===== src/rtl/cws_pkg.sv =====
// Purpose: Constants and types for the configuration word start-up block
// Assumes: 14-bit configuration word, 100 MHz hclk, AHB-Lite registers
// Notes:   Behaviour list below; tags mark the logic in cws_top
//
// Behaviour
// Word lives at 2007h, programming access only
// Programmed bit reads zero, erased reads one
// Bits 15 to 13 always read one
// Debug bit one frees pins as GPIO
// Clock monitor on when bit is one
// Clock switchover on when bit is one
// Brown-out field: always, run-only, soft, off
// Data protect bit zero enables protection
// Program protect bit zero enables protection
// Reset pin select: external reset or input
// Power-up delay enable bit is active low
// Watchdog fuse or soft enable bit
// Oscillator field selects clock source mode
// Brown-out never enables power-up delay itself
// Data unprotect erases whole data memory
// Program unprotect erases whole program memory
// External reset in RC/internal stops oscillator
// Power-up delay holds reset, power-up only
// Crystal modes wait for start-up timer
// Brown-out reset reuses power-up delay
// Wake from sleep: reset, watchdog, interrupt
// Soft brown-out bit works in mode 01
// Power-up delay counts low-frequency oscillator
// Word sampled in reset, then held
package cws_pkg;

  localparam logic [13:0] CFG_ADDR     = 14'h2007;
  localparam logic [13:0] CFG_SPACE_LO = 14'h2000;
  localparam logic [13:0] CFG_ERASED   = 14'h3FFF;
  localparam logic [2:0]  CFG_UNIMPL   = 3'h7;

  typedef enum logic [2:0] {
    OSC_LP        = 3'h0,
    OSC_XT        = 3'h1,
    OSC_HS        = 3'h2,
    OSC_EC        = 3'h3,
    OSC_INT_IO    = 3'h4,
    OSC_INT_CLKO  = 3'h5,
    OSC_RC_IO     = 3'h6,
    OSC_RC_CLKO   = 3'h7
  } cws_osc_e;

  localparam logic [1:0] BOR_ALWAYS   = 2'h3;
  localparam logic [1:0] BOR_RUN_ONLY = 2'h2;
  localparam logic [1:0] BOR_SOFT     = 2'h1;
  localparam logic [1:0] BOR_OFF      = 2'h0;

  typedef struct packed {
    logic       debugger_off;
    logic       clock_monitor_enable;
    logic       int_ext_switchover_enable;
    logic [1:0] brownout_select;
    logic       data_protect_n;
    logic       program_protect_n;
    logic       reset_pin_select;
    logic       powerup_delay_enable_n;
    logic       watchdog_fuse_enable;
    cws_osc_e   osc_select;
  } cws_cfg_word_s;

  typedef struct packed {
    logic     debugger_enable;
    logic     prog_pins_gpio;
    logic     clock_monitor_enable;
    logic     int_ext_switchover_enable;
    logic     data_protect_en;
    logic     program_protect_en;
    logic     reset_pin_is_reset;
    logic     powerup_delay_en;
    cws_osc_e osc_select;
  } cws_opts_s;

  typedef enum logic [1:0] {
    ST_LOAD = 2'b00,
    ST_POWERUP_DELAY_TIMER = 2'b01,
    ST_OST  = 2'b11,
    ST_RUN  = 2'b10
  } cws_state_e;

  localparam int unsigned POWERUP_DELAY_TIMER_TIME_MS = 64;
  localparam int unsigned LFOSC_HZ     = 31000;
  localparam int unsigned POWERUP_DELAY_TIMER_TICKS   = POWERUP_DELAY_TIMER_TIME_MS * LFOSC_HZ / 1000;
  localparam int unsigned OST_CYCLES   = 1024;
  localparam int unsigned TCNT_W       = 11;

  localparam logic [7:0] REG_CFG    = 8'h00;
  localparam logic [7:0] REG_STATUS = 8'h04;
  localparam logic [7:0] REG_POWER_CONTROL_REG   = 8'h08;
  localparam logic [7:0] REG_WATCHDOG_CONTROL_REG = 8'h0C;

  localparam int unsigned ST_HOLD_BIT  = 0;
  localparam int unsigned ST_POWERUP_DELAY_TIMER_BIT  = 1;
  localparam int unsigned ST_OST_BIT   = 2;
  localparam int unsigned ST_BROWNOUT_SELECT_BIT = 3;
  localparam int unsigned ST_WDTEN_BIT = 4;
  localparam int unsigned ST_SLEEP_BIT = 5;
  localparam int unsigned ST_FSM_LSB   = 6;
  localparam int unsigned SOFT_EN_BIT  = 0;

  localparam logic SOFT_BOR_RST = 1'b0;
  localparam logic SOFT_WDT_RST = 1'b0;

endpackage


===== src/rtl/cws_top.sv =====
// Purpose: Configuration word store, option decode and start-up sequencing
// Assumes: Tick inputs are one-cycle pulses synchronous to hclk
// Notes:   AHB-Lite slave with zero wait states, always OKAY
`timescale 1ns/1ps
module cws_top (
  input  wire logic                 hclk,
  input  wire logic                 hresetn,
  input  wire logic                 hsel,
  input  wire logic [31:0]          haddr,
  input  wire logic [1:0]           htrans,
  input  wire logic                 hwrite,
  input  wire logic [2:0]           hsize,
  input  wire logic [31:0]          hwdata,
  input  wire logic                 hready,
  output logic      [31:0]          hrdata,
  output logic                      hreadyout,
  output logic                      hresp,
  input  wire logic                 prog_mode,
  input  wire logic                 prog_wr,
  input  wire logic [13:0]          prog_addr,
  input  wire logic [13:0]          prog_wdata,
  output logic      [15:0]          prog_rdata,
  input  wire logic                 lf_osc_tick,
  input  wire logic                 osc_clk_tick,
  input  wire logic                 brownout_detect,
  input  wire logic                 external_reset_n,
  input  wire logic                 sleep_req,
  input  wire logic                 wdt_wakeup,
  input  wire logic                 irq_pending,
  output cws_pkg::cws_opts_s        options,
  output logic                      brownout_enable,
  output logic                      watchdog_enable,
  output logic                      reset_pin_input,
  output logic                      int_osc_disable,
  output logic                      device_reset,
  output logic                      sleeping,
  output logic                      erase_data,
  output logic                      erase_program
);
  import cws_pkg::*;

  cws_cfg_word_s           nvm_ff;
  cws_cfg_word_s           cfg_ff;
  cws_cfg_word_s           nxt_nvm;
  cws_state_e              state_ff;
  cws_state_e              nxt_state;
  logic [TCNT_W-1:0]       cnt_ff;
  logic                    sleeping_ff;
  logic                    soft_bor_ff;
  logic                    soft_wdt_ff;
  logic                    erase_data_ff;
  logic                    erase_prog_ff;
  logic [15:0]             prog_rdata_ff;
  logic [31:0]             hrdata_ff;
  logic                    wr_pend_ff;
  logic [7:0]              wr_addr_ff;
  logic                    cfg_wr;
  logic                    ext_reset_active;
  logic                    bor_active;
  logic                    is_crystal;
  logic                    is_rc_int;
  logic                    powerup_delay_timer_done;
  logic                    ost_done;
  logic                    wake;
  logic                    ahb_go;
  logic [31:0]             rd_val;

  // Programming port: only the configuration word at CFG_ADDR answers
  assign cfg_wr  = prog_mode & prog_wr & (prog_addr == CFG_ADDR);
  assign nxt_nvm = cfg_wr ? cws_cfg_word_s'(prog_wdata[12:0]) : nvm_ff;

  // Erased state is all ones; nvm content survives every reset but hresetn here
  always_ff @(posedge hclk or negedge hresetn) begin
    if (!hresetn) begin
      nvm_ff <= cws_cfg_word_s'(CFG_ERASED[12:0]);
    end else begin
      nvm_ff <= nxt_nvm;
    end
  end

  // Lifting protection wipes the protected array
  always_ff @(posedge hclk or negedge hresetn) begin
    if (!hresetn) begin
      erase_data_ff <= 1'b0;
      erase_prog_ff <= 1'b0;
    end else begin
      erase_data_ff <= cfg_wr & ~nvm_ff.data_protect_n
                       & nxt_nvm.data_protect_n;
      erase_prog_ff <= cfg_wr & ~nvm_ff.program_protect_n
                       & nxt_nvm.program_protect_n;
    end
  end

  // Readback outside programming mode is blanked
  always_ff @(posedge hclk or negedge hresetn) begin
    if (!hresetn) begin
      prog_rdata_ff <= 16'h0000;
    end else if (prog_mode && prog_addr == CFG_ADDR) begin
      prog_rdata_ff <= {CFG_UNIMPL, nvm_ff};
    end else begin
      prog_rdata_ff <= 16'h0000;
    end
  end

  // Sampled only in the load state, so options never move while running
  always_ff @(posedge hclk or negedge hresetn) begin
    if (!hresetn) begin
      cfg_ff <= cws_cfg_word_s'(CFG_ERASED[12:0]);
    end else if (state_ff == ST_LOAD) begin
      cfg_ff <= nvm_ff;
    end
  end

  assign is_crystal = (cfg_ff.osc_select == OSC_LP)
                    | (cfg_ff.osc_select == OSC_XT)
                    | (cfg_ff.osc_select == OSC_HS);
  assign is_rc_int  = (cfg_ff.osc_select == OSC_INT_IO)
                    | (cfg_ff.osc_select == OSC_INT_CLKO)
                    | (cfg_ff.osc_select == OSC_RC_IO)
                    | (cfg_ff.osc_select == OSC_RC_CLKO);

  always_comb begin
    options.debugger_enable           = ~cfg_ff.debugger_off;
    options.prog_pins_gpio            = cfg_ff.debugger_off;
    options.clock_monitor_enable      = cfg_ff.clock_monitor_enable;
    options.int_ext_switchover_enable =
      cfg_ff.int_ext_switchover_enable;
    options.data_protect_en           = ~cfg_ff.data_protect_n;
    options.program_protect_en        = ~cfg_ff.program_protect_n;
    options.reset_pin_is_reset        = cfg_ff.reset_pin_select;
    options.powerup_delay_en          =
      ~cfg_ff.powerup_delay_enable_n;
    options.osc_select                = cfg_ff.osc_select;
  end

  // Internal tie-off keeps the reset inactive when the pin is an input
  assign ext_reset_active = cfg_ff.reset_pin_select & ~external_reset_n;
  assign reset_pin_input  = cfg_ff.reset_pin_select ? 1'b1
                                                    : external_reset_n;
  assign int_osc_disable  = ext_reset_active & is_rc_int;

  always_comb begin
    unique case (cfg_ff.brownout_select)
      BOR_ALWAYS:   brownout_enable = 1'b1;
      BOR_RUN_ONLY: brownout_enable = ~sleeping_ff;
      BOR_SOFT:     brownout_enable = soft_bor_ff;
      BOR_OFF:      brownout_enable = 1'b0;
    endcase
  end
  assign bor_active      = brownout_enable & brownout_detect;
  assign watchdog_enable = cfg_ff.watchdog_fuse_enable | soft_wdt_ff;

  assign powerup_delay_timer_done = lf_osc_tick
                   && (cnt_ff == TCNT_W'(POWERUP_DELAY_TIMER_TICKS - 1));
  assign ost_done  = osc_clk_tick && (cnt_ff == TCNT_W'(OST_CYCLES - 1));

  // Start-up sequence: load, power-up delay, oscillator start-up, run
  always_comb begin
    nxt_state = state_ff;
    unique case (state_ff)
      ST_LOAD: begin
        if (bor_active) begin
          nxt_state = ST_LOAD;
        end else if (!nvm_ff.powerup_delay_enable_n) begin
          nxt_state = ST_POWERUP_DELAY_TIMER;
        end else if (nvm_ff.osc_select == OSC_LP
                     || nvm_ff.osc_select == OSC_XT
                     || nvm_ff.osc_select == OSC_HS) begin
          nxt_state = ST_OST;
        end else begin
          nxt_state = ST_RUN;
        end
      end
      ST_POWERUP_DELAY_TIMER: begin
        if (bor_active) begin
          nxt_state = ST_LOAD;
        end else if (powerup_delay_timer_done) begin
          nxt_state = is_crystal ? ST_OST : ST_RUN;
        end
      end
      ST_OST: begin
        if (bor_active) begin
          nxt_state = ST_LOAD;
        end else if (ost_done) begin
          nxt_state = ST_RUN;
        end
      end
      ST_RUN: begin
        if (bor_active) begin
          nxt_state = ST_LOAD;
        end
      end
    endcase
  end

  always_ff @(posedge hclk or negedge hresetn) begin
    if (!hresetn) begin
      state_ff <= ST_LOAD;
    end else begin
      state_ff <= nxt_state;
    end
  end

  // One counter serves both timers; cleared on every state change
  always_ff @(posedge hclk or negedge hresetn) begin
    if (!hresetn) begin
      cnt_ff <= '0;
    end else if (nxt_state != state_ff) begin
      cnt_ff <= '0;
    end else if (state_ff == ST_POWERUP_DELAY_TIMER && lf_osc_tick) begin
      cnt_ff <= cnt_ff + TCNT_W'(1);
    end else if (state_ff == ST_OST && osc_clk_tick) begin
      cnt_ff <= cnt_ff + TCNT_W'(1);
    end
  end

  // The external pin holds reset but does not restart the timers
  assign device_reset = (state_ff != ST_RUN) | ext_reset_active;

  assign wake = ext_reset_active | wdt_wakeup | irq_pending;
  always_ff @(posedge hclk or negedge hresetn) begin
    if (!hresetn) begin
      sleeping_ff <= 1'b0;
    end else if (state_ff != ST_RUN || wake) begin
      sleeping_ff <= 1'b0;
    end else if (sleep_req) begin
      sleeping_ff <= 1'b1;
    end
  end

  // AHB-Lite slave, zero wait states
  assign ahb_go = hsel & htrans[1] & hready;

  always_comb begin
    rd_val = 32'h0000_0000;
    unique case (haddr[7:0])
      REG_CFG:    rd_val = {16'h0000, CFG_UNIMPL, cfg_ff};
      REG_STATUS: begin
        rd_val[ST_HOLD_BIT]  = device_reset;
        rd_val[ST_POWERUP_DELAY_TIMER_BIT]  = (state_ff == ST_POWERUP_DELAY_TIMER);
        rd_val[ST_OST_BIT]   = (state_ff == ST_OST);
        rd_val[ST_BROWNOUT_SELECT_BIT] = brownout_enable;
        rd_val[ST_WDTEN_BIT] = watchdog_enable;
        rd_val[ST_SLEEP_BIT] = sleeping_ff;
        rd_val[ST_FSM_LSB +: 2] = state_ff;
      end
      REG_POWER_CONTROL_REG:   rd_val[SOFT_EN_BIT] = soft_bor_ff;
      REG_WATCHDOG_CONTROL_REG: rd_val[SOFT_EN_BIT] = soft_wdt_ff;
      default:    rd_val = 32'h0000_0000;
    endcase
    if (|haddr[31:8]) begin
      rd_val = 32'h0000_0000;
    end
  end

  always_ff @(posedge hclk or negedge hresetn) begin
    if (!hresetn) begin
      wr_pend_ff <= 1'b0;
      wr_addr_ff <= 8'h00;
      hrdata_ff  <= 32'h0000_0000;
    end else begin
      wr_pend_ff <= ahb_go & hwrite & ~(|haddr[31:8]);
      wr_addr_ff <= haddr[7:0];
      if (ahb_go && !hwrite) begin
        hrdata_ff <= rd_val;
      end
    end
  end

  always_ff @(posedge hclk or negedge hresetn) begin
    if (!hresetn) begin
      soft_bor_ff <= SOFT_BOR_RST;
      soft_wdt_ff <= SOFT_WDT_RST;
    end else if (wr_pend_ff) begin
      if (wr_addr_ff == REG_POWER_CONTROL_REG) begin
        soft_bor_ff <= hwdata[SOFT_EN_BIT];
      end
      if (wr_addr_ff == REG_WATCHDOG_CONTROL_REG) begin
        soft_wdt_ff <= hwdata[SOFT_EN_BIT];
      end
    end
  end

  assign hrdata        = hrdata_ff;
  assign hreadyout     = 1'b1;
  assign hresp         = 1'b0;
  assign prog_rdata    = prog_rdata_ff;
  assign sleeping      = sleeping_ff;
  assign erase_data    = erase_data_ff;
  assign erase_program = erase_prog_ff;

  a_cfg_readback: assert property (@(posedge hclk)
    disable iff (!hresetn)
    prog_mode && prog_addr == CFG_ADDR |=> prog_rdata[15:13] == CFG_UNIMPL
    && prog_rdata[12:0] == $past(nvm_ff))
    else $error("config readback wrong");

  a_nonprog_write: assert property (@(posedge hclk)
    disable iff (!hresetn)
    !prog_mode |=> nvm_ff == $past(nvm_ff))
    else $error("config word changed outside programming");

  a_data_erase: assert property (@(posedge hclk)
    disable iff (!hresetn)
    cfg_wr && !nvm_ff.data_protect_n && prog_wdata[7] |=> erase_data)
    else $error("data erase missing");

  a_prog_erase: assert property (@(posedge hclk)
    disable iff (!hresetn)
    erase_program |-> $past(cfg_wr) && !$past(nvm_ff.program_protect_n))
    else $error("spurious program erase");

  a_erase_once: assert property (@(posedge hclk)
    disable iff (!hresetn)
    erase_data || erase_program |=> !erase_data && !erase_program)
    else $error("erase pulse longer than one cycle");

  a_cfg_stable: assert property (@(posedge hclk)
    disable iff (!hresetn)
    state_ff == ST_RUN && $past(state_ff) == ST_RUN
    |-> $stable(cfg_ff))
    else $error("options changed while running");

  a_powerup_delay_timer_length: assert property (@(posedge hclk)
    disable iff (!hresetn)
    state_ff == ST_POWERUP_DELAY_TIMER && nxt_state != ST_POWERUP_DELAY_TIMER && !bor_active
    |-> cnt_ff == TCNT_W'(POWERUP_DELAY_TIMER_TICKS - 1) && lf_osc_tick)
    else $error("power-up delay ended early");

  a_powerup_delay_timer_skip: assert property (@(posedge hclk)
    disable iff (!hresetn)
    state_ff == ST_LOAD && !bor_active && nvm_ff.powerup_delay_enable_n
    |=> state_ff != ST_POWERUP_DELAY_TIMER)
    else $error("power-up delay ran while disabled");

  a_ost_length: assert property (@(posedge hclk)
    disable iff (!hresetn)
    state_ff == ST_OST && nxt_state == ST_RUN
    |-> cnt_ff == TCNT_W'(OST_CYCLES - 1) && osc_clk_tick)
    else $error("start-up timer ended early");

  // A cut brown-out may end in one cycle when no timer is selected
  a_bor_hold: assert property (@(posedge hclk)
    disable iff (!hresetn)
    bor_active |=> state_ff == ST_LOAD && device_reset)
    else $error("brown-out did not hold reset");

  a_osc_off: assert property (@(posedge hclk)
    disable iff (!hresetn)
    cfg_ff.reset_pin_select && !external_reset_n && is_rc_int
    |-> int_osc_disable)
    else $error("internal oscillator not stopped");

  a_ext_hold: assert property (@(posedge hclk)
    disable iff (!hresetn)
    cfg_ff.reset_pin_select && !external_reset_n |-> device_reset)
    else $error("reset pin did not hold reset");

  a_pin_ignored: assert property (@(posedge hclk)
    disable iff (!hresetn)
    !cfg_ff.reset_pin_select && state_ff == ST_RUN |-> !device_reset)
    else $error("input pin caused a reset");

  a_sleep_wake: assert property (@(posedge hclk)
    disable iff (!hresetn)
    sleeping_ff && (wdt_wakeup || irq_pending) |=> !sleeping_ff)
    else $error("no wake from sleep");

  a_bor_sleep: assert property (@(posedge hclk)
    disable iff (!hresetn)
    cfg_ff.brownout_select == BOR_RUN_ONLY && sleeping_ff
    |-> !brownout_enable)
    else $error("brown-out left on in sleep");

  a_bor_soft: assert property (@(posedge hclk)
    disable iff (!hresetn)
    cfg_ff.brownout_select == BOR_SOFT |-> brownout_enable == soft_bor_ff)
    else $error("soft brown-out enable ignored");

endmodule


===== config.mk =====
export PLATFORM = sky130hd
export DESIGN_NAME = cws_top
export DESIGN_NICKNAME = d
export VERILOG_FILES = /design/src/rtl/cws_pkg.sv /design/src/rtl/cws_top.sv
export SDC_FILE = /design/constraint.sdc
export NUM_CORES = 1
export LEC_CHECK = 0
export BUFFER_PORTS_ARGS = -buffer_cell sky130_fd_sc_hd__buf_2
export CORE_ASPECT_RATIO = 0.9
export CORE_MARGIN = 1.5
export CORE_UTILIZATION = 35
export DETAILED_ROUTE_END_ITERATION = 16
export PLACE_DENSITY = 0.75
export SETUP_SLACK_MARGIN = 0.3
export SLEW_MARGIN = 20
export SYNTH_ARGS = -nofsm -noshare
export SYNTH_HDL_FRONTEND = slang
export SYNTH_SLANG_ARGS = --single-unit
export TNS_END_PERCENT = 1

===== constraint.sdc =====
create_clock -name hclk -period 2.25 [get_ports hclk]
set_input_delay 0.1125 -clock hclk [delete_from_list [all_inputs] [get_ports hclk]]
set_output_delay 0.1125 -clock hclk [all_outputs]
set_load 0.005 [all_outputs]

# Yosys cells after proc, flatten, opt, wreduce, memory -nomap -nowiden
# Index checks and enable logic that the tools add are counted.
# W data, S select, Z words.
[word_totals]
regBits = 101
input_bits = 111
output_inout_bits = 69
word_cells = 130
[op_classes]
add_sub_neg = 1
n_eq_ne = 24
muxes = 23
n_bitwise = 31
n_reduce_logical = 20
[ops]
columns = ["cell", "n"]
rows = [
  ["$mux W11", 3],
  ["$eq A8 B4 Y1 const B", 4],
  ["$mux W32", 1],
  ["$reduce_or A24 Y1", 1],
  ["$mux W16", 1],
  ["$mux W8", 2],
  ["$eq A14 B14 Y1 const B", 1],
  ["$mux W2", 7],
  ["$pmux W7 S2", 1],
  ["$and A1 B1 Y1", 13],
  ["$eq A3 B3 Y1 const B", 4],
  ["$add A11 B1 Y11 const B", 1],
  ["$eq A11 B10 Y1 const B", 1],
  ["$eq A11 B11 Y1 const B", 1],
  ["$not A1 Y1", 9],
  ["$or A1 B1 Y1", 9],
  ["$eq A2 B2 Y1 const B", 4],
  ["$eq A8 B3 Y1 const B", 1],
  ["$logic_not A8 Y1", 1],
  ["$pmux W1 S4", 2],
  ["$pmux W2 S4", 1],
  ["$eq A3 B1 Y1 const B", 2],
  ["$eq A3 B2 Y1 const B", 2],
  ["$logic_and A1 B1 Y1", 6],
  ["11 further kinds", 21],
]

# Logic depth before layout (Yosys ltp)
# Gate-level depths: netlist of the first run.
[depth]
depth_word = 9
ltp_mapped = 6
ltp_nobuf = 5

# Worst setup path after synthesis of the first run
# No wires, ideal clock.
[synth_timing]
path_kind = "register -> register"
start = "register cnt_ff[0]"
end = "register cnt_ff[10]"
setup_time_ns = 0.135
arrival_ns = 1.530
t_required_ns = 2.115
slack_ns = 0.585
stages_incl_launch_ff = 7
path_buffers = 1
synth_period_minus_slack_ns = 1.665
path_cell_list = "dfrtp_1 ha_1 nand4_1 or4_4 a21oi_2 buf_6 a211oi_2"
[synth_via]
elab_chain_len = 7
elab_cells_between_ends = 15
cone_classes = "add/sub (1); eq/ne (3); mux (8); reduce/logical (3)"
[synth_lines]
columns = ["item", "line", "source"]
rows = [
  ["start: declaration", "cws_top.sv:47", "logic [TCNT_W-1:0] cnt_ff;"],
  ["start signal: assignment", "cws_top.sv:211", "cnt_ff <= cnt_ff + TCNT_W'(1);"],
  ["start signal: assignment", "cws_top.sv:213", "cnt_ff <= cnt_ff + TCNT_W'(1);"],
  ["$eq A11 B10 Y1 or $eq A11 B11 Y1 (tied branches)", "cws_top.sv:155, cws_top.sv:154", ""],
  ["$logic_and A1 B1 Y1, on equally long branches", "cws_top.sv:155, cws_top.sv:154", ""],
  ["$mux W2, on equally long branches", "cws_top.sv:184, cws_top.sv:177", ""],
  ["$mux W2, on equally long branches", "cws_top.sv:182, cws_top.sv:175", ""],
  ["$pmux W2 S4", "cws_top.sv:160", "unique case (state_ff)"],
  ["$ne A2 B2 Y1", "cws_top.sv:208", "end else if (nxt_state != state_ff) begin"],
  ["$reduce_bool A3 Y1 (no line) or $mux W11 (tied branches)", "n/a", ""],
]
# Several ways; a longest one is shown, not always the timed one. The select of a mux whose other input is x is not followed.
# A chain may end at the register's enable or synchronous reset.

# Final worst setup path of the first run
[layout_timing]
start = "register state_ff[0]"
end = "register sleeping_ff, in the netlist sleeping"
[layout_via]
elab_chain_len = 3
elab_cells_between_ends = 4
cone_classes = "eq/ne (1); mux (1); reduce/logical (2)"
[layout_lines]
columns = ["item", "line", "source"]
rows = [
  ["start: declaration", "cws_top.sv:45", "cws_state_e state_ff;"],
  ["start signal: assignment", "cws_top.sv:200", "state_ff <= nxt_state;"],
  ["$ne A2 B2 Y1 *", "cws_top.sv:224", "end else if (state_ff != ST_RUN || wake) begin"],
  ["$logic_or A1 B1 Y1 *", "cws_top.sv:224", ""],
  ["$mux W1 or $reduce_bool A2 Y1 (tied branches)", "n/a", ""],
  ["end signal: assignment", "cws_top.sv:223", "sleeping_ff <= 1'b0;"],
  ["end signal: assignment", "cws_top.sv:225", "sleeping_ff <= 1'b0;"],
  ["end signal: assignment", "cws_top.sv:227", "sleeping_ff <= 1'b1;"],
  ["end: declaration", "cws_top.sv:48", "logic sleeping_ff;"],
]
# Mark *: on every way between the ends. The rest lies on a longest branch, timed or not.

==> metrics list, run 1 <==
- The flow ran to the end, and the final reports show no timing, DRC or antenna violations.
- Counting every instance in the synthesized netlist gives 329.
- In this run, synthesis inferred 0 flip-flops with an integrated enable.
* Worst clock skew: 0.00410 ns
- Uppermost layer routed: met4
- Core outline area: 10,400 um2
- Counting buffers and inverters, the worst setup path is 5 cells deep.
* #FFs+latches synth: 81
- In the post-synthesis netlist, the cell with the most instances is dfrtp_1.
- The average instance in the mapped netlist occupies 11.5 um2.
- The detailed router placed 2,958 vias in this run.
- By startpoint and endpoint, the worst setup path is classified as flip-flop to flip-flop.
* Total power after layout: 3.17 mW
* Ratio of routed vias to standard cells: 4.95
* Data arrival, critical path: 2.14 ns
* Number of top-level pins: 180
- The slowest stage of the critical path belongs to the cell dlygate4sd3_1.
- Worst Max-Slew Pin Slew: 0.550 ns
* Number of global-route vias before repair: 3,023
- Summed over all nets, the switching power comes to 646 uW.
* Max incr delay on CP: 0.60 ns
- Max Slew Vio Count: 0
- After detailed routing, the wire length on met1 is 3920 um.
- Final worst-path cycle share: 83.4%
- Synth warnings: 0
- Relative to the synthesized area, the layout overhead comes to 30.0%.
- Based on the critical path, the design can be clocked at up to 533 MHz.
* Top-area cell type share of the netlist area: 36.3%
* Clock Pin Slew Worst Setup and Hold Paths: 0.06 ns
- In this run the critical register-to-register path is launched from state_ff[0].
* Top flip-flop cell by instance count after synthesis: dfrtp_1
- Path type of the worst min-delay path: input port to flip-flop
* Number of maximum-capacitance violations: 0
- In this run the worst path has a maximum fanout of 8.
- CTS H-Tree Depth: 3
- Counting the buffers created by CTS gives 9.
* Remaining global-route overflow: 0
- Hold_ws: 0.0154 ns
* Max clock buf depth: 2
- Ratio of cells with drive above 1 in the final layout: 45.6%
- First-pass GRT wire length: 15,000 um
* Die H: 102 um
- Worst slew margin: 63.1%
- Count of antenna diodes in the layout: 0
- Post-CTS setup buffers: 0
- IR analysis of the VDD net gives a maximum drop of 0.000539 V.
* Met3 WL post-DR: 588 um
* Overall die width: 113 um
- Of the synthesized area, sequential elements account for 54.3%.
- The worst path in the final design needs a cycle of 1.88 ns, including I/O delays and setup.
- Most area-consuming cells after synthesis: dfrtp_1 (36%), dfstp_2 (18%), buf_4 (6.1%), mux2_2 (4.5%), nand2_1 (2.8%)
- Global routing used 16.7% of the available tracks across all layers.
- For this run, the share of the core covered by cells in the final layout is 47.5%.
- For this block, the routed nets add up to 9140 um of wire.
* Number of DRC markers after the initial detailed-route iteration: 67
* Async S/R FF share, synth: 100%
- STA classifies the critical path endpoint as a flip-flop.
* Start point of the critical path: state_ff[0]
* Internal power: 2.52 mW
- Following the worst setup path forward leads to its endpoint at sleeping.
- Clk Latency, worst-skew pair: 0.33 ns
- The tree is rooted in a clkbuf_16.
- For this configuration, the core starts out at a cell density of 36.5%.
- Sequential cells account for 46.5% of the total power.
* CTS sink count: 81
- Pwr per Cell Area: 643 nW/um2
- Largest net degree at the start of global routing: 82
- In the final timing run, aggregate negative setup slack is 0 ns.
- Per report_power, the combinational group accounts for 5.3% of the total.
- The synthesized netlist occupies a cell area of 3790 um2.
* Top cells by count, synth: dfrtp_1 (55), buf_4 (31), nand2_1 (28)
- The floorplan step defined a die boundary enclosing 11,500 um2.
- The worst setup path is launched from a flip-flop.
- First-pass DRT Iterations: 4
- Register-to-Register Setup Slack: 0.37 ns
- Final weighted congestion of routability-driven global placement: 0.789
* Routed wl met2: 4510 um
- Dividing the detail-routed wire length by the instance count gives 15.3 um.
- At the worst endpoint, the required time is 2.52 ns.
- Summed over all instances, the cell type with the most area after synthesis is dfrtp_1.
- Counting both buffers and inverters, the worst setup path holds a total of 2.
- Ordered list of cells on the worst path: buf_4 > nor2b_2 > nand2_1 > nor4_1 > dlygate4sd3_1
- Number of buffers inserted by port buffering: 125
- Number of setup violations in the final report: 0
- The netlist uses 58 different library cells.
- HPWL Detailed: 6510 um
- Net switching is 20.4% of the power.
- In this run, the clock network consumes 48.2% of the power.
- Reported leakage power: 2.48 nW
* Final layout net count: 576
- The count of nets left with antenna violations once routing finished came out at 0.
- Largest delay contributor family on the critical path: buffers and inverters
- TritonCTS built the clock tree.
* Number of cells on the worst reg-to-reg path: 5
- Total number of placement rows: 35
- Setup repair after global routing left no endpoint under its margin.
* Number of antenna violations at the first check in global routing: 0
- Reg2reg end: sleeping
- The number of failing hold endpoints at the final stage was 0.
- In the routed design, unresolved DRC markers number 0.
-- kinds of logic (layout without fill, tap and decap cells) --
family	Yosys count	in the layout	share of synthesized area [%]
muxes	31	31	9.08
buffers and inverters	50	174	8.29
and+or+nand+nor	118	118	19.2
adders and majority gates	1	1	0.330
AOI/OAI and AO/OA	40	40	7.16
other	2	18	0.198
DFF	81	81	54.3
xor gates and xnor gates	6	6	1.39
-- layout by cell type (no fill, tap or decap), types with 8 or more instances in the layout --
| cell type | synthesis | layout |
|---|---|---|
| nand4_1 | 11 | 11 |
| nor4_1 | 9 | 9 |
| o21ai_1 | 8 | 8 |
| dfstp_2 | 26 | 26 |
| mux2_2 | 15 | 15 |
| inv_1 | 9 | 9 |
| mux2_1 | 8 | 8 |
| dlygate4sd3_1 | 0 | 17 |
| buf_2 | 2 | 124 |
| conb_1 | 2 | 18 |
| and2_1 | 14 | 14 |
| clkbuf_16 | 0 | 9 |
| nand2_1 | 28 | 28 |
| dfrtp_1 | 55 | 53 |
-- cell type report --
class | instances | area, um2
clock buffer | 10 | 229
clock inverter | 6 | 82.6
fill | 936 | 5450
inverter | 9 | 33.8
multi-input combinational | 214 | 1490
sequential | 81 | 2060
tap | 129 | 161
timing repair buffer | 149 | 871
-- sequential cells by signal, indices dropped and copies added (netlist names), 2 cells and up --
register	cells
prog_rdata	14
cnt_ff	11
cfg_ff	6
wr_addr_ff	8
state_ff	2
nvm_ff	13
options	7
hrdata	14
-- timing repair --
action,CTS,global route
endpoints found under the setup margin,0,2
hold buffers,17,0
hold endpoints to repair,65,0
resized for setup,0,3
-- worst reg2reg max path, stage by stage, from the launching register on --
cell	delay [ns]
dfrtp_2	0.47
buf_4	0.19
nor2b_2	0.18
nand2_1	0.12
nor4_1	0.26
dlygate4sd3_1	0.60
-- how the worst min path moves through the flow --
stage          depth (start not counted)          start  slack [ns]            end
6_report                               3         hwrite        0.02     wr_pend_ff
5_1_grt                                2  prog_wdata[0]        0.01      nvm_ff[0]
2_1_floorplan                          0        hresetn       -0.18      cnt_ff[0]
3_3_place_gp                           1       haddr[7]        0.24  wr_addr_ff[7]
4_1_cts                                2  prog_wdata[7]       0.005      nvm_ff[7]
3_5_place_dp                           1       haddr[4]        0.24  wr_addr_ff[4]
-- metrics by stage --
| step | cells | instance area (um2) | setup slack [ns] |
|---|---|---|---|
| after detailed placement | 564 | 4410 | 0.406 |
| after global routing | 598 | 4930 | 0.301 |
| after CTS | 597 | 4890 | 0.392 |
| after global placement | 564 | 4410 | 0.446 |
| final | 598 | 4930 | 0.374 |
| after floorplan | 345 | 3850 | 0.585 |
-- routing by layer --
layer / GRT usage, % / vias up
met4: 4.48 / 0
met3: 5.75 / 14
met1: 20.3 / 1447
li1: - / 1384
met5: 0 / -
met2: 28.5 / 113
-- power by group through the flow --
stage               Sequential [mW]  Clock (mW)  Combinational [mW]
finish                         1.47        1.53               0.168
global route                   1.47        1.60               0.188
CTS                            1.47        1.56               0.161
detailed placement             1.50           0               0.137
global placement               1.50           0               0.133
floorplan                      1.50           0              0.0550
Note: power is estimated with default switching activity, not from simulation.
==> run 2, diff against run 1 <==
clock period = 1.9 ns   (was 2.25 ns; I/O delays follow)
==> metrics list, run 2 (synthesis results as in run 1) <==
- The count of nets left with antenna violations once routing finished came out at 0.
* Area of all placed cells without fillers: 5230 um2
- Worst setup path class: flip-flop to flip-flop
- Final layout net count: 597
* First-pass GRT wire length: 16,300 um
- Outcome: completed
- Internal power: 3.10 mW
* Number of DRC markers after the initial detailed-route iteration: 170
- Cells with a size suffix above 1 make up 47.8% of the layout.
- Data arrival, critical path: 1.91 ns
* Crit path launch type: flip-flop
- The HPWL after detailed placement is 6870 um.
- The startpoint identified for the worst register-to-register timing path is cnt_ff[0].
* Total Routing Usage GR: 18.3%
- Leaving out filler cells and counting taps, the final layout contains 619.
- Total Routed Length: 9910 um
* Ratio of routed vias to standard cells: 5.01
- Number of setup violations in the final report: 0
- Summed over all nets, the switching power comes to 846 uW.
- Static timing analysis puts the maximum clock frequency at 590 MHz.
* Post-layout minimum cycle time: 1.69 ns
* Max incr delay on CP: 0.46 ns
* Accumulated negative setup slack: 0 ns
* Number of cells on the worst reg-to-reg path: 7
* Initial Util: 36.5%
* Start point of the critical path: cnt_ff[0]
- After floorplanning, the core was divided into 35 placement rows.
- Leading cell type in the layout, fill and taps excluded: buf_2
- Synth-to-layout area growth: 38.1%
- Measured along the x axis, the die boundary spans 113 um.
- The floorplan step set the die height to 102 um.
* Worst Max-Slew Pin Slew: 0.500 ns
- For this run, design rule violations remaining after detail routing come to 0.
- In this design, the largest share of critical-path delay is due to simple AND/OR/NAND/NOR gates.
- Reported leakage power: 2.62 nW
- End point of the critical path: cnt_ff[7]
- Number of placed cells counting well taps: 567
* Number of vias in the routed layout: 3,102
- Entering global routing, the biggest net connects 47 pins.
- Number of antenna violations at the first check in global routing: 0
- Hold timing on the final database bottoms out at a slack of 0.000427 ns.
- Clk Latency, worst-skew pair: 0.34 ns
- At the end of the flow the core is filled with cells to 50.4%.
- Post-detailed-route wirelength per cell: 16.0 um
* RSZ-0062 raised after global routing: true
* CTS sink count: 81
* Multi-input combinational cell area: 1560 um2
- Worst slew margin: 66.4%
* Layout filler cell count: 896
* Worst slack at placement: 0.183 ns
- For this design the ratio of total power to cell area is 753 nW/um2.
- Minimum setup slack in the final design: 0.206 ns
* Reg2reg end: cnt_ff[7]
* Maximum fanout along the worst path: 6
* First-pass DRT Iterations: 4
* Maximum resistive drop on vdd: 0.000556 V
- Die Outline Area: 11,500 um2
- Number of maximum-capacitance violations: 0
- TritonCTS built the clock tree.
- In this run the standard cell core region covers 10,400 um2.
- CTS H-Tree Depth: 3
- Input and output buffers added on the ports amount to 125.
* Remaining global-route overflow: 0
- Number of top-level pins: 180
- The repair_antennas step left the layout with diodes totalling 0.
- Max clock buf depth: 2
- Ordered list of cells on the worst path: ha_4 > nand4_1 > or4_4 > a21oi_4 > buf_4 > buf_12 > a211oi_2
* Clock Pin Slew Worst Setup and Hold Paths: 0.06 ns
- The number of clock buffers added by TritonCTS is 9.
- Top library cells by usage in the layout, fill and taps aside: buf_2 (124), dfrtp_1 (53), nand2_1 (28)
* DP Area: 4470 um2
- Sequential cell fraction of total power: 44.2%
- STA classifies the critical path endpoint as a flip-flop.
- Between clock sinks in the finished design, the worst skew comes to 0.00488 ns.
- Buffers and inverters on the worst path: 2
- Net switching is 21.5% of the power.
- Required time worst endpoint: 2.11 ns
- The number of global-route vias before repair was 3,266.
- Final weighted congestion of routability-driven global placement: 0.800
- Endpoints failing hold: 0
- For this design, the slowest cell found on the critical path is or4_4.
* Share of total power in the clock network: 50.5%
- Clk Tree Root Cell: clkbuf_16
* Total power after layout: 3.94 mW
- Combinational share of power: 5.3%
- In the finished design, the share of the clock period the worst path needs comes to 89.2%.
- The critical path runs through a total of 7 cells.
- Max Slew Vio Count: 0
- Path type of the worst min-delay path: input port to flip-flop
- Register-to-Register Setup Slack: 0.21 ns
- Flip-flop and latch area: 2060 um2
==> run 2: changes by cell type in the layout (fill, tap and decap cells not counted), sizes merged <==
| cell | change |
|---|---|
| clkinvlp | -1 |
| inv | +3 |
| dlygate4sd3 | +8 |
| buf | +13 |
| clkinv | -2 |
==> run 2: repair_timing <==
action | CTS | global route
buffers inserted | 10 | 0
gates cloned | 1 | 0
hold buffers | 24 | 1
hold endpoints to repair | 52 | 1
pin swaps | 4 | 0
gates resized for setup | 12 | 1
setup endpoints to repair | 12 | 14
==> run 2: cell type report <==
| class | count | share of cell area, % |
|---|---|---|
| clock buffer | 10 | 4.78 |
| clock inverter | 6 | 1.79 |
| inverter | 9 | 0.645 |
| multi-input combinational | 214 | 29.8 |
| sequential | 81 | 39.4 |
| tap | 129 | 3.08 |
| timing repair buffer | 170 | 20.5 |
==> run 2: worst min-delay path by stage <==
stage	startpoint	endpoint	depth (start not counted)
2_1_floorplan	hresetn	cnt_ff[0]	0
6_report	prog_wdata[3]	nvm_ff[3]	2
3_3_place_gp	hresetn	prog_rdata[5]	1
4_1_cts	prog_wdata[3]	nvm_ff[3]	2
3_5_place_dp	hresetn	prog_rdata[5]	1
5_1_grt	prog_wdata[3]	nvm_ff[3]	2
==> run 2: routing by layer <==
| layer | part of all wire, % | global-route usage, % | routed length, um |
|---|---|---|---|
| met1 | 42 | 22.6 | 4190 |
| met2 | 49 | 31.0 | 4890 |
| met3 | 5.5 | 4.19 | 540 |
| met4 | 2.9 | 8.08 | 288 |
| met5 | 0 | 0 | 0 |
==> run 2: power groups by stage <==
stage	logic (mW)	registers (mW)	clock network [mW]
floorplan	0.0651	1.77	0
global placement	0.163	1.77	0
detailed placement	0.168	1.77	0
CTS	0.209	1.74	2.00
global route	0.232	1.74	2.06
finish	0.209	1.74	1.99
